===== config.mk =====
export PLATFORM = sky130hd
export DESIGN_NAME = dtc_dual_timer
export DESIGN_NICKNAME = d
export VERILOG_FILES = /design/src/hw/dtc_pkg.sv /design/src/hw/dtc_clock_select.sv /design/src/hw/dtc_dual_timer.sv
export SDC_FILE = /design/constraint.sdc
export NUM_CORES = 1
export LEC_CHECK = 0
export BUFFER_PORTS_ARGS = -buffer_cell sky130_fd_sc_hd__buf_2
export CAP_MARGIN = 10
export CORE_MARGIN = 8
export CORE_UTILIZATION = 40
export CTS_BUF_LIST = sky130_fd_sc_hd__clkbuf_8
export DETAILED_ROUTE_END_ITERATION = 7
export GPL_TIMING_DRIVEN = 0
export HOLD_SLACK_MARGIN = 0.05
export PLACE_DENSITY_LB_ADDON = 0.12
export SKIP_LAST_GASP = 1
export SLEW_MARGIN = 30
export SYNTH_ARGS = -nofsm -noshare
export SYNTH_HDL_FRONTEND = slang
export SYNTH_SLANG_ARGS = --single-unit

===== constraint.sdc =====
create_clock -name ref_clk -period 4.9 [get_ports ref_clk]
set_input_delay 0.245 -clock ref_clk [delete_from_list [all_inputs] [get_ports ref_clk]]
set_output_delay 0.245 -clock ref_clk [all_outputs]
set_load 0.01 [all_outputs]

===== src/hw/dtc_pkg.sv =====
package dtc_pkg;

	// ------------------------------------------------------------
	// Register map
	// ------------------------------------------------------------
	localparam logic [7:0] ADDR_TIMER_A_CONTROL = 8'hB0;
	localparam logic [7:0] ADDR_TIMER_A_REFERENCE = 8'hB1;
	localparam logic [7:0] ADDR_TIMER_A_COUNT = 8'hB2;
	localparam logic [7:0] ADDR_TIMER_B_CONTROL = 8'hB3;
	localparam logic [7:0] ADDR_TIMER_B_REFERENCE = 8'hB4;
	localparam logic [7:0] ADDR_TIMER_B_COUNT = 8'hB5;
	localparam logic [7:0] ADDR_INTERRUPT_ENABLE_HIGH = 8'hB6;
	localparam logic [7:0] ADDR_INTERRUPT_REQUEST_HIGH = 8'hB7;

	localparam logic [7:0] CONTROL_RESET = 8'h00;
	localparam logic [7:0] BYTE_ZERO = 8'h00;

	// ------------------------------------------------------------
	// Control register fields
	// ------------------------------------------------------------
	localparam int CASCADE_BIT = 7;
	localparam int MODE_HI = 6;
	localparam int MODE_LO = 5;
	localparam int CLEAR_BIT = 4;
	localparam int CLOCK_HI = 3;
	localparam int CLOCK_LO = 0;

	// Interrupt bit positions in enable and request registers
	localparam int IRQ_A_MATCH = 7;
	localparam int IRQ_A_OVF = 6;
	localparam int IRQ_B_MATCH = 5;
	localparam int IRQ_B_OVF = 4;
	localparam logic [7:0] IRQ_USED_MASK = 8'hF0;

	// ------------------------------------------------------------
	// Mode and clock codes
	// ------------------------------------------------------------
	localparam logic [1:0] MODE_INTERVAL = 2'h0;
	localparam logic [1:0] MODE_PWM = 2'h1;

	localparam logic [3:0] CLK_STOP = 4'h0;
	localparam logic [3:0] CLK_EXT_RISE = 4'h5;
	localparam logic [3:0] CLK_EXT_FALL = 4'h6;
	localparam logic [3:0] CLK_SUB = 4'h7;

	localparam int PRESCALE_WIDTH = 11;

	typedef struct packed {
		logic cascade;
		logic [1:0] mode;
		logic clear;
		logic [3:0] clock;
	} dtc_control_type;

	typedef struct packed {
		logic a_match;
		logic a_ovf;
		logic b_match;
		logic b_ovf;
	} dtc_events_type;

endpackage


===== src/hw/dtc_clock_select.sv =====
`timescale 1ns/100ps
`default_nettype none

module dtc_clock_select
	import dtc_pkg::*;
(
	// Clock and reset
	input wire logic ref_clk,
	input wire logic rst_n,
	// Selection
	input wire logic [3:0] clock_field,
	input wire logic timer_b_table,
	// Sources
	input wire logic [PRESCALE_WIDTH-1:0] prescale,
	input wire logic sub_tick,
	input wire logic ext_pin,
	// Result
	output logic count_tick
);

	// ------------------------------------------------------------
	// External pin synchroniser and edge detect
	// ------------------------------------------------------------
	logic ext_meta_q;
	logic ext_sync_q;
	logic ext_last_q;
	logic [PRESCALE_WIDTH-1:0] prev_q;

	always_ff @(posedge ref_clk or negedge rst_n)
	begin
		if (!rst_n)
		begin
			ext_meta_q <= 1'b0;
			ext_sync_q <= 1'b0;
			ext_last_q <= 1'b0;
		end
		else
		begin
			ext_meta_q <= ext_pin;
			ext_sync_q <= ext_meta_q;
			ext_last_q <= ext_sync_q;
		end
	end

	always_ff @(posedge ref_clk or negedge rst_n)
	begin
		if (!rst_n)
			prev_q <= '0;
		else
			prev_q <= prescale;
	end

	// Divider tap: index into the prescaler; a bit's falling edge marks one period
	logic [3:0] tap;
	logic div_tick;

	always_comb
	begin
		tap = 4'h0;
		unique case (clock_field[2:0])
			3'h0: tap = timer_b_table ? 4'hF : 4'h0;
			3'h1: tap = timer_b_table ? 4'h0 : 4'h1;
			3'h2: tap = timer_b_table ? 4'h1 : 4'h2;
			3'h3: tap = timer_b_table ? 4'h2 : 4'h3;
			3'h4: tap = timer_b_table ? 4'h3 : 4'h4;
			3'h5: tap = timer_b_table ? 4'h5 : 4'h6;
			3'h6: tap = timer_b_table ? 4'h7 : 4'h8;
			3'h7: tap = timer_b_table ? 4'h9 : 4'hA;
		endcase
		if (tap == 4'hF)
			div_tick = 1'b1;
		else
			div_tick = prev_q[tap] && !prescale[tap];
	end

	always_comb
	begin
		if (clock_field[3])
			count_tick = div_tick;
		else if (clock_field == CLK_EXT_RISE)
			count_tick = ext_sync_q && !ext_last_q;
		else if (clock_field == CLK_EXT_FALL)
			count_tick = !ext_sync_q && ext_last_q;
		else if (clock_field == CLK_SUB)
			count_tick = sub_tick;
		else
			count_tick = 1'b0;
	end

endmodule
`default_nettype wire


===== src/hw/dtc_dual_timer.sv =====
// Behaviour
// Timer A match request only when its enable is set; flag cleared on service.
// Timer A overflow request only when enabled; flag cleared on service.
// Timer B match request gated by its enable; flag cleared on service.
// Timer B overflow request gated by its enable; flag cleared on service.
// Control A bit 7 picks two 8-bit timers or one 16-bit timer.
// Mode field: 00 interval, 01 PWM, 1X capture.
// Writing 1 to clear bit zeroes counter, bit self-returns to 0.
// Timer A clock field: stop, external edges, sub clock, prescaled system clock.
// Timer B clock field: stop, unavailable codes, own external pin edges.
// Timer B clock: sub clock or system clock divided 1 to 1024.
// Timer B compares against a buffer loaded from reference on clear.
// Interval mode match toggles output, requests interrupt, clears counter.
// PWM mode counter wraps; output high while reference exceeds count.
// Capture pin copies count into reference then clears counter.
// 16-bit mode joins counters; timer B is the high byte.
// External clock pins are synchronised before counting.
// Unavailable clock codes behave as stop.
//
// The strobed register port was decided locally.
`timescale 1ns/100ps
`default_nettype none

module dtc_dual_timer
	import dtc_pkg::*;
(
	// Clock and reset
	input wire logic ref_clk,
	input wire logic rst_n,
	// Register port
	input wire logic [7:0] reg_addr,
	input wire logic [7:0] reg_wdata,
	input wire logic reg_write,
	input wire logic reg_read,
	output logic [7:0] reg_rdata,
	// Interrupt service acknowledges
	input wire logic [3:0] irq_service,
	// Timer pins
	input wire logic sub_clock_tick,
	input wire logic timer_a_ext_clock_pin,
	input wire logic timer_b_ext_clock_pin,
	input wire logic timer_a_capture_pin,
	input wire logic timer_b_capture_pin,
	output logic timer_a_toggle_out,
	output logic timer_a_pwm_out,
	output logic timer_b_toggle_out,
	output logic timer_b_pwm_out,
	// Interrupt
	output logic irq
);

	// ------------------------------------------------------------
	// Registers
	// ------------------------------------------------------------
	dtc_control_type ctl_a_q;
	dtc_control_type ctl_b_q;
	logic [7:0] ref_a_q;
	logic [7:0] ref_b_q;
	logic [7:0] buf_b_q;
	logic [7:0] cnt_a_q;
	logic [7:0] cnt_b_q;
	logic [7:0] ien_q;
	dtc_events_type req_q;
	logic [PRESCALE_WIDTH-1:0] prescale_q;
	logic tog_a_q;
	logic tog_b_q;
	logic pwm_a_q;
	logic pwm_b_q;
	logic cap_a_q;
	logic cap_b_q;
	logic [7:0] rdata_q;

	logic wr_ctl_a;
	logic wr_ctl_b;
	logic wr_ref_a;
	logic wr_ref_b;
	logic wr_ien;
	logic wr_req;

	always_comb
	begin
		wr_ctl_a = reg_write && reg_addr == ADDR_TIMER_A_CONTROL;
		wr_ctl_b = reg_write && reg_addr == ADDR_TIMER_B_CONTROL;
		wr_ref_a = reg_write && reg_addr == ADDR_TIMER_A_REFERENCE;
		wr_ref_b = reg_write && reg_addr == ADDR_TIMER_B_REFERENCE;
		wr_ien = reg_write && reg_addr == ADDR_INTERRUPT_ENABLE_HIGH;
		wr_req = reg_write && reg_addr == ADDR_INTERRUPT_REQUEST_HIGH;
	end

	// ------------------------------------------------------------
	// Prescaler and clock selection
	// ------------------------------------------------------------
	always_ff @(posedge ref_clk or negedge rst_n)
	begin
		if (!rst_n)
			prescale_q <= '0;
		else
			prescale_q <= prescale_q + 1'b1;
	end

	logic tick_a;
	logic tick_b_raw;
	logic cascade;

	dtc_clock_select u_clk_a
	(
		.ref_clk(ref_clk),
		.rst_n(rst_n),
		.clock_field(ctl_a_q.clock),
		.timer_b_table(1'b0),
		.prescale(prescale_q),
		.sub_tick(sub_clock_tick),
		.ext_pin(timer_a_ext_clock_pin),
		.count_tick(tick_a)
	);

	dtc_clock_select u_clk_b
	(
		.ref_clk(ref_clk),
		.rst_n(rst_n),
		.clock_field(ctl_b_q.clock),
		.timer_b_table(1'b1),
		.prescale(prescale_q),
		.sub_tick(sub_clock_tick),
		.ext_pin(timer_b_ext_clock_pin),
		.count_tick(tick_b_raw)
	);

	// ------------------------------------------------------------
	// Capture pin edge detect (rising)
	// ------------------------------------------------------------
	always_ff @(posedge ref_clk or negedge rst_n)
	begin
		if (!rst_n)
		begin
			cap_a_q <= 1'b0;
			cap_b_q <= 1'b0;
		end
		else
		begin
			cap_a_q <= timer_a_capture_pin;
			cap_b_q <= timer_b_capture_pin;
		end
	end

	logic cap_a_ev;
	logic cap_b_ev;
	logic capture_a;
	logic capture_b;

	// ------------------------------------------------------------
	// Compare and events
	// ------------------------------------------------------------
	logic [15:0] cnt16;
	logic [15:0] ref16;
	logic [1:0] mode_a;
	logic [1:0] mode_b;
	logic match_a;
	logic match_b;
	logic ovf_a;
	logic ovf_b;
	logic clr_a;
	logic clr_b;
	logic tick_b;
	dtc_events_type ev;

	always_comb
	begin
		cascade = ctl_a_q.cascade;
		mode_a = ctl_a_q.mode;
		mode_b = ctl_b_q.mode;
		cap_a_ev = timer_a_capture_pin && !cap_a_q;
		cap_b_ev = timer_b_capture_pin && !cap_b_q;
		capture_a = mode_a[1] && cap_a_ev;
		capture_b = !cascade && mode_b[1] && cap_b_ev;
		cnt16 = {cnt_b_q, cnt_a_q};
		ref16 = {buf_b_q, ref_a_q};
		tick_b = cascade ? (tick_a && cnt_a_q == 8'hFF) : tick_b_raw;
		if (cascade)
		begin
			match_a = tick_a && !mode_a[1] && cnt16 == ref16;
			ovf_a = tick_a && mode_a != MODE_INTERVAL && cnt16 == 16'hFFFF;
			match_b = 1'b0;
			ovf_b = 1'b0;
		end
		else
		begin
			match_a = tick_a && !mode_a[1] && cnt_a_q == ref_a_q;
			ovf_a = tick_a && mode_a != MODE_INTERVAL && cnt_a_q == 8'hFF;
			match_b = tick_b && !mode_b[1] && cnt_b_q == buf_b_q;
			ovf_b = tick_b && mode_b != MODE_INTERVAL && cnt_b_q == 8'hFF;
		end
		clr_a = (wr_ctl_a && reg_wdata[CLEAR_BIT]) || capture_a
			|| (match_a && mode_a == MODE_INTERVAL);
		clr_b = (wr_ctl_b && reg_wdata[CLEAR_BIT]) || capture_b || (cascade && clr_a)
			|| (wr_ctl_a && reg_wdata[CLEAR_BIT] && reg_wdata[CASCADE_BIT])
			|| (match_b && mode_b == MODE_INTERVAL);
		ev.a_match = match_a;
		ev.a_ovf = ovf_a;
		ev.b_match = match_b;
		ev.b_ovf = ovf_b;
	end

	// ------------------------------------------------------------
	// Control registers (clear bit always reads back 0)
	// ------------------------------------------------------------
	always_ff @(posedge ref_clk or negedge rst_n)
	begin
		if (!rst_n)
		begin
			ctl_a_q <= CONTROL_RESET;
			ctl_b_q <= CONTROL_RESET;
		end
		else
		begin
			if (wr_ctl_a)
				ctl_a_q <= {reg_wdata[7:5], 1'b0, reg_wdata[3:0]};
			if (wr_ctl_b)
				ctl_b_q <= {1'b0, reg_wdata[6:5], 1'b0, reg_wdata[3:0]};
		end
	end

	// ------------------------------------------------------------
	// Counters
	// ------------------------------------------------------------
	always_ff @(posedge ref_clk or negedge rst_n)
	begin
		if (!rst_n)
		begin
			cnt_a_q <= BYTE_ZERO;
			cnt_b_q <= BYTE_ZERO;
		end
		else
		begin
			if (clr_a)
				cnt_a_q <= BYTE_ZERO;
			else if (tick_a)
				cnt_a_q <= cnt_a_q + 1'b1;
			if (clr_b)
				cnt_b_q <= BYTE_ZERO;
			else if (tick_b)
				cnt_b_q <= cnt_b_q + 1'b1;
		end
	end

	// ------------------------------------------------------------
	// Reference and buffer registers
	// ------------------------------------------------------------
	always_ff @(posedge ref_clk or negedge rst_n)
	begin
		if (!rst_n)
		begin
			ref_a_q <= BYTE_ZERO;
			ref_b_q <= BYTE_ZERO;
		end
		else
		begin
			if (capture_a)
				ref_a_q <= cnt_a_q;
			else if (wr_ref_a)
				ref_a_q <= reg_wdata;
			if (capture_b || (cascade && capture_a))
				ref_b_q <= cnt_b_q;
			else if (wr_ref_b)
				ref_b_q <= reg_wdata;
		end
	end

	always_ff @(posedge ref_clk or negedge rst_n)
	begin
		if (!rst_n)
			buf_b_q <= BYTE_ZERO;
		else if (reg_wdata[CLEAR_BIT] && (wr_ctl_b || (wr_ctl_a && reg_wdata[CASCADE_BIT])))
			buf_b_q <= ref_b_q;
	end

	// ------------------------------------------------------------
	// Outputs
	// ------------------------------------------------------------
	always_ff @(posedge ref_clk or negedge rst_n)
	begin
		if (!rst_n)
		begin
			tog_a_q <= 1'b0;
			tog_b_q <= 1'b0;
		end
		else
		begin
			if (match_a && mode_a == MODE_INTERVAL)
				tog_a_q <= !tog_a_q;
			if (match_b && mode_b == MODE_INTERVAL)
				tog_b_q <= !tog_b_q;
		end
	end

	always_ff @(posedge ref_clk or negedge rst_n)
	begin
		if (!rst_n)
		begin
			pwm_a_q <= 1'b0;
			pwm_b_q <= 1'b0;
		end
		else
		begin
			pwm_a_q <= mode_a == MODE_PWM && (cascade ? ref16 > cnt16 : ref_a_q > cnt_a_q);
			pwm_b_q <= !cascade && mode_b == MODE_PWM && buf_b_q > cnt_b_q;
		end
	end

	always_comb
	begin
		timer_a_toggle_out = tog_a_q;
		timer_b_toggle_out = tog_b_q;
		timer_a_pwm_out = pwm_a_q;
		timer_b_pwm_out = pwm_b_q;
	end

	// ------------------------------------------------------------
	// Interrupt enable and request
	// ------------------------------------------------------------
	always_ff @(posedge ref_clk or negedge rst_n)
	begin
		if (!rst_n)
			ien_q <= BYTE_ZERO;
		else if (wr_ien)
			ien_q <= reg_wdata & IRQ_USED_MASK;
	end

	// Set wins over a same-cycle clear by service or write-one
	always_ff @(posedge ref_clk or negedge rst_n)
	begin
		if (!rst_n)
			req_q <= '0;
		else
			req_q <= ev | (req_q & ~irq_service
				& ~({4{wr_req}} & reg_wdata[IRQ_A_MATCH:IRQ_B_OVF]));
	end

	always_comb
	begin
		irq = |(req_q & ien_q[IRQ_A_MATCH:IRQ_B_OVF]);
	end

	// ------------------------------------------------------------
	// Read port
	// ------------------------------------------------------------
	always_ff @(posedge ref_clk or negedge rst_n)
	begin
		if (!rst_n)
			rdata_q <= BYTE_ZERO;
		else if (reg_read)
		begin
			unique case (reg_addr)
				ADDR_TIMER_A_CONTROL: rdata_q <= ctl_a_q;
				ADDR_TIMER_B_CONTROL: rdata_q <= ctl_b_q;
				ADDR_TIMER_A_REFERENCE: rdata_q <= ref_a_q;
				ADDR_TIMER_B_REFERENCE: rdata_q <= ref_b_q;
				ADDR_TIMER_A_COUNT: rdata_q <= cnt_a_q;
				ADDR_TIMER_B_COUNT: rdata_q <= cnt_b_q;
				ADDR_INTERRUPT_ENABLE_HIGH: rdata_q <= ien_q;
				ADDR_INTERRUPT_REQUEST_HIGH: rdata_q <= {req_q, 4'h0};
				default: rdata_q <= BYTE_ZERO;
			endcase
		end
		else
			rdata_q <= BYTE_ZERO;
	end

	always_comb
	begin
		reg_rdata = rdata_q;
	end

endmodule
`default_nettype wire


==> impl_metrics.csv, run 1 <==
group,metric,value,unit
sta,post-route-min-period,2.955,ns
sta,period_share,60.30,%
place,dp_cells,736,
synthesis,synth_cells,520,
clocking,cts_made_buffers,9,
grt,gr-total-overflow,0,
setup_path,cp_cell_sequence,"or4b_1 > o211ai_1 > a21oi_1 > o31ai_2 > nand4_1 > nand2b_1 > clkbuf_1 > nor2_1",
pwr,vdd_ir_drop_max,0.0001486,V
drt,detail_route.wl_per_cell,18.69,µm
sta,hold_viol,0,
setup_path,worstPathRequired,5.18,ns
floorplan,rows,42,
clocking,cts_tree,"built",
synthesis,ys.flop_type,"dfrtp_1",
cells_and_area,synthToLayoutAreaGrowth,13.30,%
synthesis,synth-seq-cells,103,
synthesis,synth-edff-count,0,
sta,max_freq,338.4,MHz
clocking,cts_sinks,103,
synthesis,synth_cell_type_count,52,
clocking,post_cts_buffers,0,
floorplan,fp.dieH,130.4,µm
cells_and_area,nets,625,
grt,grt_pass1_vias,4079,
place,placement.io_buffers,39,
synthesis,ys_warn_count,0,
pwr,pwr_density_cell,306.9,nW/µm²
setup_path,slowest_delay,0.64,ns
grt,grt_pass1_wl,22440,µm
clocking,clock-root-buffer,"clkbuf_8",
setup_path,slowest_stage,"o31ai_2",
synthesis,synthArstFlopShare,100.0,%
clocking,htreeDepth,3,
grt,grt_max_degree,60,
cells_and_area,antenna_cells,0,
setup_path,cp-start-kind,"flop",
clocking,cts_resized,0,
setup_path,cp_top_family,"simple AND/OR/NAND/NOR gates",
place,dp_hpwl,10620,µm
floorplan,design.die.area,17010,µm²
cells_and_area,final_core_utilization,45.55,%
synthesis,synthesis.nets,569,
sta,rsz0062_at_grt,"no",
sta,tns,0,ns
drt,vias,4188,
clocking,clock_latency,0.40,ns
cells_and_area,final_cells,757,
min_path,hp-class,"in2reg",
sta,final-setup-viol-count,0,
clocking,cts_buffer_depth,2,
setup_path,rrSetupSlack,1.95,ns
run_status,status,"completed",
setup_path,cp.buffers_inverters,1,
floorplan,start_util,40.20,%
drt,vias_per_cell,5.532,
synthesis,yosysSeqAreaShare,49.20,%
setup_path,critPathLaunch,"ctl_a_q[1]",
drt,ant_nets,0,
min_path,hold_start,"irq_service[0]",
clocking,cts_hold_buf,5,
place,gp_congestion,0.8919,
drt,wirelength,14150,µm
floorplan,core_area,13030,µm²
min_path,holdPathEnd,"req_q[0]",
setup_path,rr_worst_depth,8,
min_path,holdPathStages,3,
grt,antenna_found_initial,0,
sta,tightest_slew,0.8277,ns
clocking,clkTransAtPathRegs,0.11,ns
floorplan,fp.dieW,130.4,µm
place,post-place-ws,1.942,ns
setup_path,cp_max_fo,8,
setup_path,r2r_start,"ctl_a_q[1]",
setup_path,cp-end-kind,"flop",
drt,first_pass_iters,8,
cells_and_area,drive_above_1_share,15.15,%
setup_path,timing.rr.end,"cnt_a_q[0]",
drt,first_iter_violations,287,
run,maxCapViolCount,0,
sta,max_slew_margin,44.40,%
grt,grt_usage,17.65,%
pwr,leakage,2.719,nW
synthesis,syn_area,5239,µm²
sta,slew_viol_final,0,
floorplan,ios,42,
setup_path,arrival,3.23,ns
synthesis,syn_avg_cell_area,10.07,µm²
setup_path,crit_type,"reg2reg",
sta,setup_ws,1.945,ns
sta,skew,0.01257,ns
drt,post-route-drc-count,0,
sequential cells by signal (all words and copies together), names as in the netlist, 2 cells and up:
| name | flops |
|---|---|
| cnt_a_q | 8 |
| reg_rdata | 8 |
| prescale_q | 11 |
| ctl_b_q | 4 |
| ref_a_q | 8 |
| req_q | 4 |
| ref_b_q | 8 |
| mode_b | 2 |
| ien_q | 4 |
| u_clk_a.prev_q | 11 |
| mode_a | 2 |
| buf_b_q | 8 |
| ctl_a_q | 4 |
| cnt_b_q | 8 |
tightest hold or removal path: cells and delay by family:
family / cells / cell delay, ns
simple gates: 1 / 0.10
buf+inv: 1 / 0.08
compound gates: 1 / 0.07
cells in the final DEF, fill, tap and decap left out, types with 8 or more instances in the layout:
cell and count:
dfrtp_1 103, nand2_1 51, o21ai_0 43, buf_2 40, a21oi_1 32, inv_1 30
nor2_1 29, mux2_2 24, ha_1 20, nand3_1 18, mux2i_1 16, xnor2_1 13
clkbuf_1 13, clkbuf_8 9, nor3_1 8, nand3b_1 8, nand4_1 8, or3_1 8
area by class of cell:
type	instances	area, µm²
Buffer	17	66.31
Clock buffer	9	123.9
Clock inverter	7	63.81
Fill cell	1313	7097
Inverter	30	112.6
Multi-Input combinational cell	370	2492
Sequential cell	103	2577
Tap cell	176	220.2
Timing Repair Buffer	45	279.0
cell usage after synthesis, drive strengths merged, types with 2 or more instances:
cell,n,area share (%)
clkbuf,13,0.93
nor3b,4,0.57
a32oi,5,0.84
a31oi,7,0.84
inv,30,2.1
nor3,10,0.96
o211ai,2,0.29
nand2,51,3.7
nand2b,6,0.72
mux2i,16,3.1
a21o,7,1.0
nand4,8,0.96
ha,20,4.8
nor2b,7,0.84
xor2,4,0.67
xnor2,13,2.2
mux2,24,5.2
buf,4,0.33
o31ai,5,0.81
nand3b,8,1.1
o21ai,43,4.1
nand3,18,1.7
a21oi,32,3.1
a22o,4,0.67
nor2,29,2.1
or3,8,0.96
o311ai,4,0.67
dfrtp,103,49
nor4bb,2,0.38
a22oi,6,0.86
and3,7,0.84
or4,2,0.29
worst max-delay path by stage:
stage / end / slack [ns] / cells after the start
finish: cnt_a_q[0] / 1.95 / 8
global route: cnt_a_q[6] / 1.76 / 8
CTS: cnt_a_q[6] / 1.94 / 8
detailed placement: ref_b_q[6] / 1.94 / 8
global placement: ref_b_q[7] / 1.67 / 8
floorplan: cnt_b_q[5] / 2.40 / 7
report_power, final:
part	switching, mW	internal [mW]	leakage (nW)
clock network	0.335	0.196	0.0903
registers	0.0735	0.910	1.36
logic	0.182	0.124	1.27
per-stage QoR:
step	instance area [µm²]	total power, mW	hold slack [ns]
after global placement	5654	1.292	0.3336
final	5936	1.821	0.1185
after CTS	5931	1.839	0.1019
after floorplan	5239	1.174	-0.05059
after global routing	5936	1.920	0.1317
after detailed placement	5693	1.301	0.2089
kinds of logic (layout without fill, tap and decap cells):
group                    count (synthesis)  count (layout)  share of synthesized area (%)
AO/OA/AOI/OAI                          123             123                          14.57
XOR/XNOR                                17              17                          2.842
adder cells (fa/ha/maj)                 20              20                          4.777
buffers and inverters                   47             108                          3.415
flip-flops                             103             103                          49.20
multiplexers                            41              41                          8.646
AND/OR/NAND/NOR                        169             169                          16.55
routing by layer:
layer | wire, µm | share of wire [%] | vias up | GRT usage (%)
met5 | 0 | 0 | - | 0
met4 | 379 | 2.7 | 0 | 8.170
met3 | 769 | 5.4 | 26 | 3.409
met2 | 6653 | 47 | 121 | 28.12
met1 | 6342 | 45 | 2057 | 22.83
li1 | - | - | 1984 | -
(Power assumes the default switching activity.)
==> inputs of run 2 (changes only) <==
- clock period: 4.9 -> 2.46 ns (I/O delays scaled with it)
==> impl_metrics.csv, run 2 (synthesized netlist as in run 1, its figures left out) <==
group,metric,value,unit
cells_and_area,nFillCells,1271,
floorplan,start_util,40.20,%
grt,antenna_found_initial,0,
drt,ant_nets,0,
pwr,pwr_density_cell,586.1,nW/µm²
clocking,clock-root-buffer,"clkbuf_8",
sta,rsz0062_at_grt,"yes",
clocking,cts_tree,"built",
drt,vias_per_cell,5.530,
pwr,power,3.667,mW
cells_and_area,nets,649,
sta,final-setup-viol-count,5,
drt,detail_route.wl_per_cell,18.61,µm
sta,post-route-min-period,2.520,ns
clocking,cts_made_buffers,9,
clocking,cts_buffer_depth,2,
cells_and_area,final_cell_mix,"dfrtp_1 (101), nand2_1 (51), o21ai_0 (42)",
clocking,clkTransAtPathRegs,0.11,ns
sta,period_share,102.4,%
cells_and_area,final_core_utilization,48.01,%
pwr,vdd_ir_drop_max,0.0002973,V
cells_and_area,drive_above_1_share,20.17,%
run,maxCapViolCount,0,
sta,tightest_slew,0.6802,ns
floorplan,rows,42,
setup_path,worstPathRequired,2.78,ns
floorplan,fp.dieH,130.4,µm
sta,max_slew_margin,54.31,%
cells_and_area,regArea,2580,µm²
setup_path,crit_type,"reg2reg",
clocking,htreeDepth,3,
run_status,violations,"setup timing",
floorplan,fp.dieW,130.4,µm
floorplan,design.die.area,17010,µm²
cells_and_area,multi_input_area,2584,µm²
pwr,leakage,2.846,nW
place,placement.io_buffers,39,
drt,post-route-drc-count,0,
place,post-place-ws,-0.4918,ns
grt,gr-total-overflow,0,
setup_path,cp-end-kind,"flop",
sta,timing.hold.ws,0.08696,ns
drt,vias,4319,
grt,grt_pass1_vias,4306,
cells_and_area,synthToLayoutAreaGrowth,19.44,%
floorplan,ios,42,
cells_and_area,antenna_cells,0,
min_path,hp-class,"in2reg",
sta,slew_viol_final,0,
sta,hold_viol,0,
place,dp_hpwl,10730,µm
grt,grt_pass1_wl,23020,µm
clocking,cts_sinks,103,
sta,max_freq,396.9,MHz
cells_and_area,final_common_cell,"dfrtp_1",
setup_path,cp-start-kind,"flop",
sta,skew,0.009329,ns
place,gp_congestion,0.8925,
floorplan,core_area,13030,µm²
run_status,status,"complete, but fails checks",
grt,grt_max_degree,54,
setup_path,arrival,2.84,ns
setup_path,cp_max_fo,7,
drt,first_iter_violations,381,
drt,wirelength,14540,µm
cells_and_area,reg.largest.list,"prescale_q (11), u_clk_a.prev_q (11)",
clocking,clock_latency,0.39,ns
drt,first_pass_iters,5,
sta,setup_ws,-0.05980,ns
grt,grt_usage,17.91,%
==> run 2: changes by cell type in the layout (fill, tap and decap cells not counted), sizes merged <==
cell	delta
clkinvlp	+1
buf	+17
inv	-1
dlygate4sd3	+8
clkinv	-1
==> run 2: final cells by class <==
| class | instances | area share, % |
|---|---|---|
| well taps | 176 | 3.519 |
| clock inverters | 6 | 0.8198 |
| repair buffers | 70 | 8.038 |
| flip-flops and latches | 103 | 41.23 |
| clock buffers | 10 | 2.200 |
| plain buffers | 16 | 1.100 |
| multi-input cells | 370 | 41.29 |
| inverters | 30 | 1.800 |
==> run 2: per-layer routing <==
metal | part of all wire (%) | track usage [%] | wire (µm)
met1 | 43 | 22.84 | 6232
met2 | 49 | 29.10 | 7090
met3 | 5.9 | 3.369 | 857
met4 | 2.4 | 8.103 | 355
met5 | 0 | 0 | 0
==> run 2: where the power goes <==
part / total, mW / switching (mW) / internal (mW)
clock: 1.05 / 0.643 / 0.410
combinational: 0.655 / 0.376 / 0.279
sequential: 1.96 / 0.146 / 1.81
total: 3.67 / 1.16 / 2.50
==> run 2: worst max-delay path, stage by stage, from the launching register on <==
cell      delay, ns
dfrtp_1        0.40
or4b_1         0.52
o211ai_1       0.12
a21oi_2        0.06
o31a_1         0.31
o41a_1         0.40
buf_6          0.17
buf_6          0.12
buf_4          0.13
xnor2_2        0.12
nor2_1         0.09
==> run 2: worst paths after layout <==
path / from / endpoint / slack [ns] / depth (start not counted)
max: prescale_q[4] / cnt_b_q[0] / -0.06 / 10
min: irq_service[2] / req_q[2] / 0.09 / 3
max reg2reg: prescale_q[4] / cnt_b_q[0] / -0.06 / 10
min reg2reg: u_clk_b.ext_meta_q / u_clk_b.ext_sync_q / 0.36 / 0
max in group asynchronous: rst_n / ctl_a_q[2] / 1.58 / 3
min in group asynchronous: rst_n / buf_b_q[6] / 0.25 / 2
==> run 2: per-stage QoR <==
| stage | setup TNS [ns] | instance area, µm² | instances |
|---|---|---|---|
| floorplan | 0 | 5239 | 520 |
| global placement | -14.74 | 5654 | 735 |
| detailed placement | -8.999 | 5693 | 736 |
| CTS | -1.118 | 6146 | 777 |
| global route | -1.462 | 6257 | 781 |
| finish | -0.1789 | 6257 | 781 |
==> run 2: timing repair <==
action,4_1_cts,5_1_grt
hold buffers,13,0
endpoints found under the hold margin,63,0
gates resized for setup,9,17
buffers inserted,13,6
pin swaps,15,7
setup endpoints to repair,17,24
==> inputs of run 3 (changes only) <==
--- a/config.mk
+++ b/config.mk
@@ -7,2 +7,3 @@
 export LEC_CHECK = 0
+export ABC_AREA = 1
 export BUFFER_PORTS_ARGS = -buffer_cell sky130_fd_sc_hd__buf_2
@@ -11,3 +12,3 @@
 export CORE_UTILIZATION = 40
-export CTS_BUF_LIST = sky130_fd_sc_hd__clkbuf_8
+export CTS_BUF_LIST = sky130_fd_sc_hd__clkbuf_2 sky130_fd_sc_hd__clkbuf_4 sky130_fd_sc_hd__clkbuf_8
 export DETAILED_ROUTE_END_ITERATION = 7
==> constraint.sdc (replaced) <==
create_clock -name ref_clk -period 2.46 [get_ports ref_clk]
set_input_delay 0.246 -clock ref_clk [delete_from_list [all_inputs] [get_ports ref_clk]]
set_output_delay 0.246 -clock ref_clk [all_outputs]
set_load 0.01 [all_outputs]
==> impl_metrics.csv, run 3 <==
group,metric,value,unit
synthesis,synthesis.nets,703,
clocking,cts_buffer_depth,2,
pwr,p_comb_share,17.4,%
sta,max_freq,424.2,MHz
sta,skew,0.01254,ns
synthesis,ys_top_cells_by_count,"nand2_1 (133), dfrtp_1 (103), inv_1 (89)",
clocking,clkTransAtPathRegs,0.10,ns
synthesis,synth-seq-cells,103,
synthesis,syn_area,5374,µm²
clocking,cts_tree,"built",
cells_and_area,synthToLayoutAreaGrowth,15.06,%
floorplan,fp.dieW,131.9,µm
drt,first_pass_iters,5,
grt,grt_max_degree,69,
synthesis,yosys.area.top_type,"dfrtp_1",
pwr,vdd_ir_drop_max,0.0002592,V
clocking,cts_made_buffers,9,
synthesis,syn_avg_cell_area,8.217,µm²
setup_path,cp_max_fo,8,
synthesis,synthArstFlopShare,100.0,%
clocking,clock_latency,0.38,ns
clocking,clock-root-buffer,"clkbuf_8",
sta,hold_viol,0,
run,maxCapViolCount,0,
pwr,pwr_density_cell,583.3,nW/µm²
drt,vias,4620,
setup_path,slowest_delay,0.36,ns
synthesis,yosysSeqAreaShare,47.96,%
sta,post-route-min-period,2.357,ns
cells_and_area,final_core_utilization,46.88,%
grt,grt_pass1_wl,23360,µm
pwr,leakage,2.922,nW
pwr,intPower,2.534,mW
setup_path,cp-end-kind,"flop",
grt,antenna_found_initial,0,
synthesis,synth-edff-count,0,
cells_and_area,antenna_cells,0,
grt,grt_pass1_vias,4428,
clocking,htreeDepth,3,
floorplan,core_area,13190,µm²
place,gp_congestion,1.002,
cells_and_area,reg.largest.list,"prescale_q (11), u_clk_a.prev_q (11)",
cells_and_area,final_common_cell,"nand2_1",
sta,period_share,95.82,%
setup_path,cp-start-kind,"flop",
pwr,p_clk_share,31.3,%
sta,slew_viol_final,0,
synthesis,synth_cells,654,
pwr,p_sw_share,29.73,%
run_status,status,"completed",
cells_and_area,nets,768,
floorplan,ios,42,
drt,post-route-drc-count,0,
synthesis,synth_cell_type_count,40,
synthesis,ys_warn_count,0,
sta,max_slew_margin,55.25,%
setup_path,slowest_stage,"dfrtp_1",
setup_path,crit_type,"reg2reg",
drt,vias_per_cell,5.133,
floorplan,fp.dieH,131.9,µm
place,placement.io_buffers,41,
pwr,power_switching,1.072,mW
pwr,power_frac_seq,51.3,%
grt,grt_usage,16.90,%
grt,gr-total-overflow,0,
sta,tightest_slew,0.6651,ns
sta,timing.hold.ws,0.1552,ns
drt,wirelength,14560,µm
setup_path,arrival,2.62,ns
place,dp_hpwl,11360,µm
drt,first_iter_violations,280,
clocking,cts_sinks,103,
sta,final-setup-viol-count,0,
cells_and_area,drive_above_1_share,13.95,%
synthesis,yosysMostFrequentCell,"nand2_1",
cells_and_area,final_cell_mix,"nand2_1 (131), dfrtp_1 (103), inv_1 (89)",
floorplan,design.die.area,17400,µm²
floorplan,rows,42,
setup_path,cp_cell_sequence,"inv_1 > ha_1 > nand2_1 > nor2_2 > nand4_1 > nand2_2 > nand2_1 > nor2_2 > nand3_2 > nand2_4 > a21oi_1 > nand2_2 > nor2_1",
cells_and_area,nFillCells,1311,
drt,detail_route.wl_per_cell,16.18,µm
synthesis,ys.flop_type,"dfrtp_1",
synthesis,synth_area_leaders,"dfrtp_1 (48%), nand2_1 (9.3%), inv_1 (6.2%)",
floorplan,start_util,40.74,%
setup_path,worstPathRequired,2.73,ns
synthesis,synth_top_area_share,47.96,%
drt,ant_nets,0,
min_path,hp-class,"in2reg",
-- run 3: cell types whose count changed in the layout (fill, tap and decap cells not counted), sizes merged, moves of 24 or more --
cell	before	now
nand2	51	140
inv	33	98
nor2	29	57
o22ai	0	25
mux2	24	0
nand3	18	42
-- run 3: path summary, 6_finish.rpt --
path | startpoint | endpoint | slack (ns) | cells after the start
hold reg to reg | u_clk_b.ext_meta_q | u_clk_b.ext_sync_q | 0.36 | 0
setup reg to reg | cnt_b_q[5] | cnt_b_q[4] | 0.10 | 13
hold / removal | reg_wdata[0] | ctl_a_q[0] | 0.16 | 3
min in group asynchronous | rst_n | cnt_b_q[0] | 0.33 | 2
setup / recovery | cnt_b_q[5] | cnt_b_q[4] | 0.10 | 13
max in group asynchronous | rst_n | ref_a_q[7] | 1.49 | 3
-- run 3: critical path: cells and delay by family (launching register included) --
| kind | cells | cell delay, ns |
|---|---|---|
| simple gates | 10 | 1.34 |
| flops | 1 | 0.36 |
| fa+ha+maj | 1 | 0.32 |
| buf+inv | 1 | 0.12 |
| compound gates | 1 | 0.10 |
-- run 3: metrics by stage --
stage	worst slack, ns	setup TNS (ns)	total power [mW]	instance area (µm²)	instances
detailed placement	-0.1867	-1.825	2.480	5833	872
finish	0.1027	0	3.607	6183	900
floorplan	0.5648	0	2.245	5374	654
CTS	0.006950	0	3.651	6143	898
global placement	-0.1210	-5.933	2.458	5799	871
global route	-0.002566	-0.002566	3.806	6183	900
-- run 3: timing repair --
item / in CTS / in global routing
pin swaps: 2 / 4
setup buffers: 1 / 2
hold buffers: 9 / 0
endpoints found under the hold margin: 43 / 0
cloned: 0 / 0
resized for setup: 3 / 4
endpoints found under the setup margin: 15 / 12
-- run 3: layer usage --
| layer | up-vias | track usage (%) | wire (µm) | share of wire, % |
|---|---|---|---|---|
| li1 | 2299 | - | - | - |
| met1 | 2185 | 23.41 | 7063 | 48 |
| met2 | 115 | 26.28 | 6544 | 45 |
| met3 | 21 | 2.401 | 677 | 4.6 |
| met4 | 0 | 6.063 | 278 | 1.9 |
| met5 | - | 0 | 0 | 0 |
-- run 3: power groups by stage --
stage | logic, mW | clock network [mW] | registers (mW)
after floorplan | 0.377 | 0 | 1.87
after global placement | 0.579 | 0 | 1.88
after detailed placement | 0.597 | 0 | 1.88
after CTS | 0.625 | 1.18 | 1.85
after global routing | 0.718 | 1.22 | 1.86
final | 0.627 | 1.13 | 1.85
-- run 3: cells by family (layout without fill, tap and decap cells) --
kind of cell	Yosys count	in the layout	synth area share [%]
simple gates	273	273	22.63
compound gates	138	138	14.95
buf+inv	108	178	7.846
flops	103	103	47.96
fa+ha+maj	20	20	4.657
xor+xnor	12	12	1.956
-- run 3: area by class of cell --
class / instances / area, µm² / area share [%]
Clock inverter: 4 / 52.55 / 0.8499
Sequential cell: 103 / 2577 / 41.68
Inverter: 97 / 366.6 / 5.929
Tap cell: 176 / 220.2 / 3.561
Buffer: 11 / 55.05 / 0.8903
Multi-Input combinational cell: 443 / 2407 / 38.93
Clock buffer: 12 / 152.6 / 2.469
Timing Repair Buffer: 54 / 351.6 / 5.686
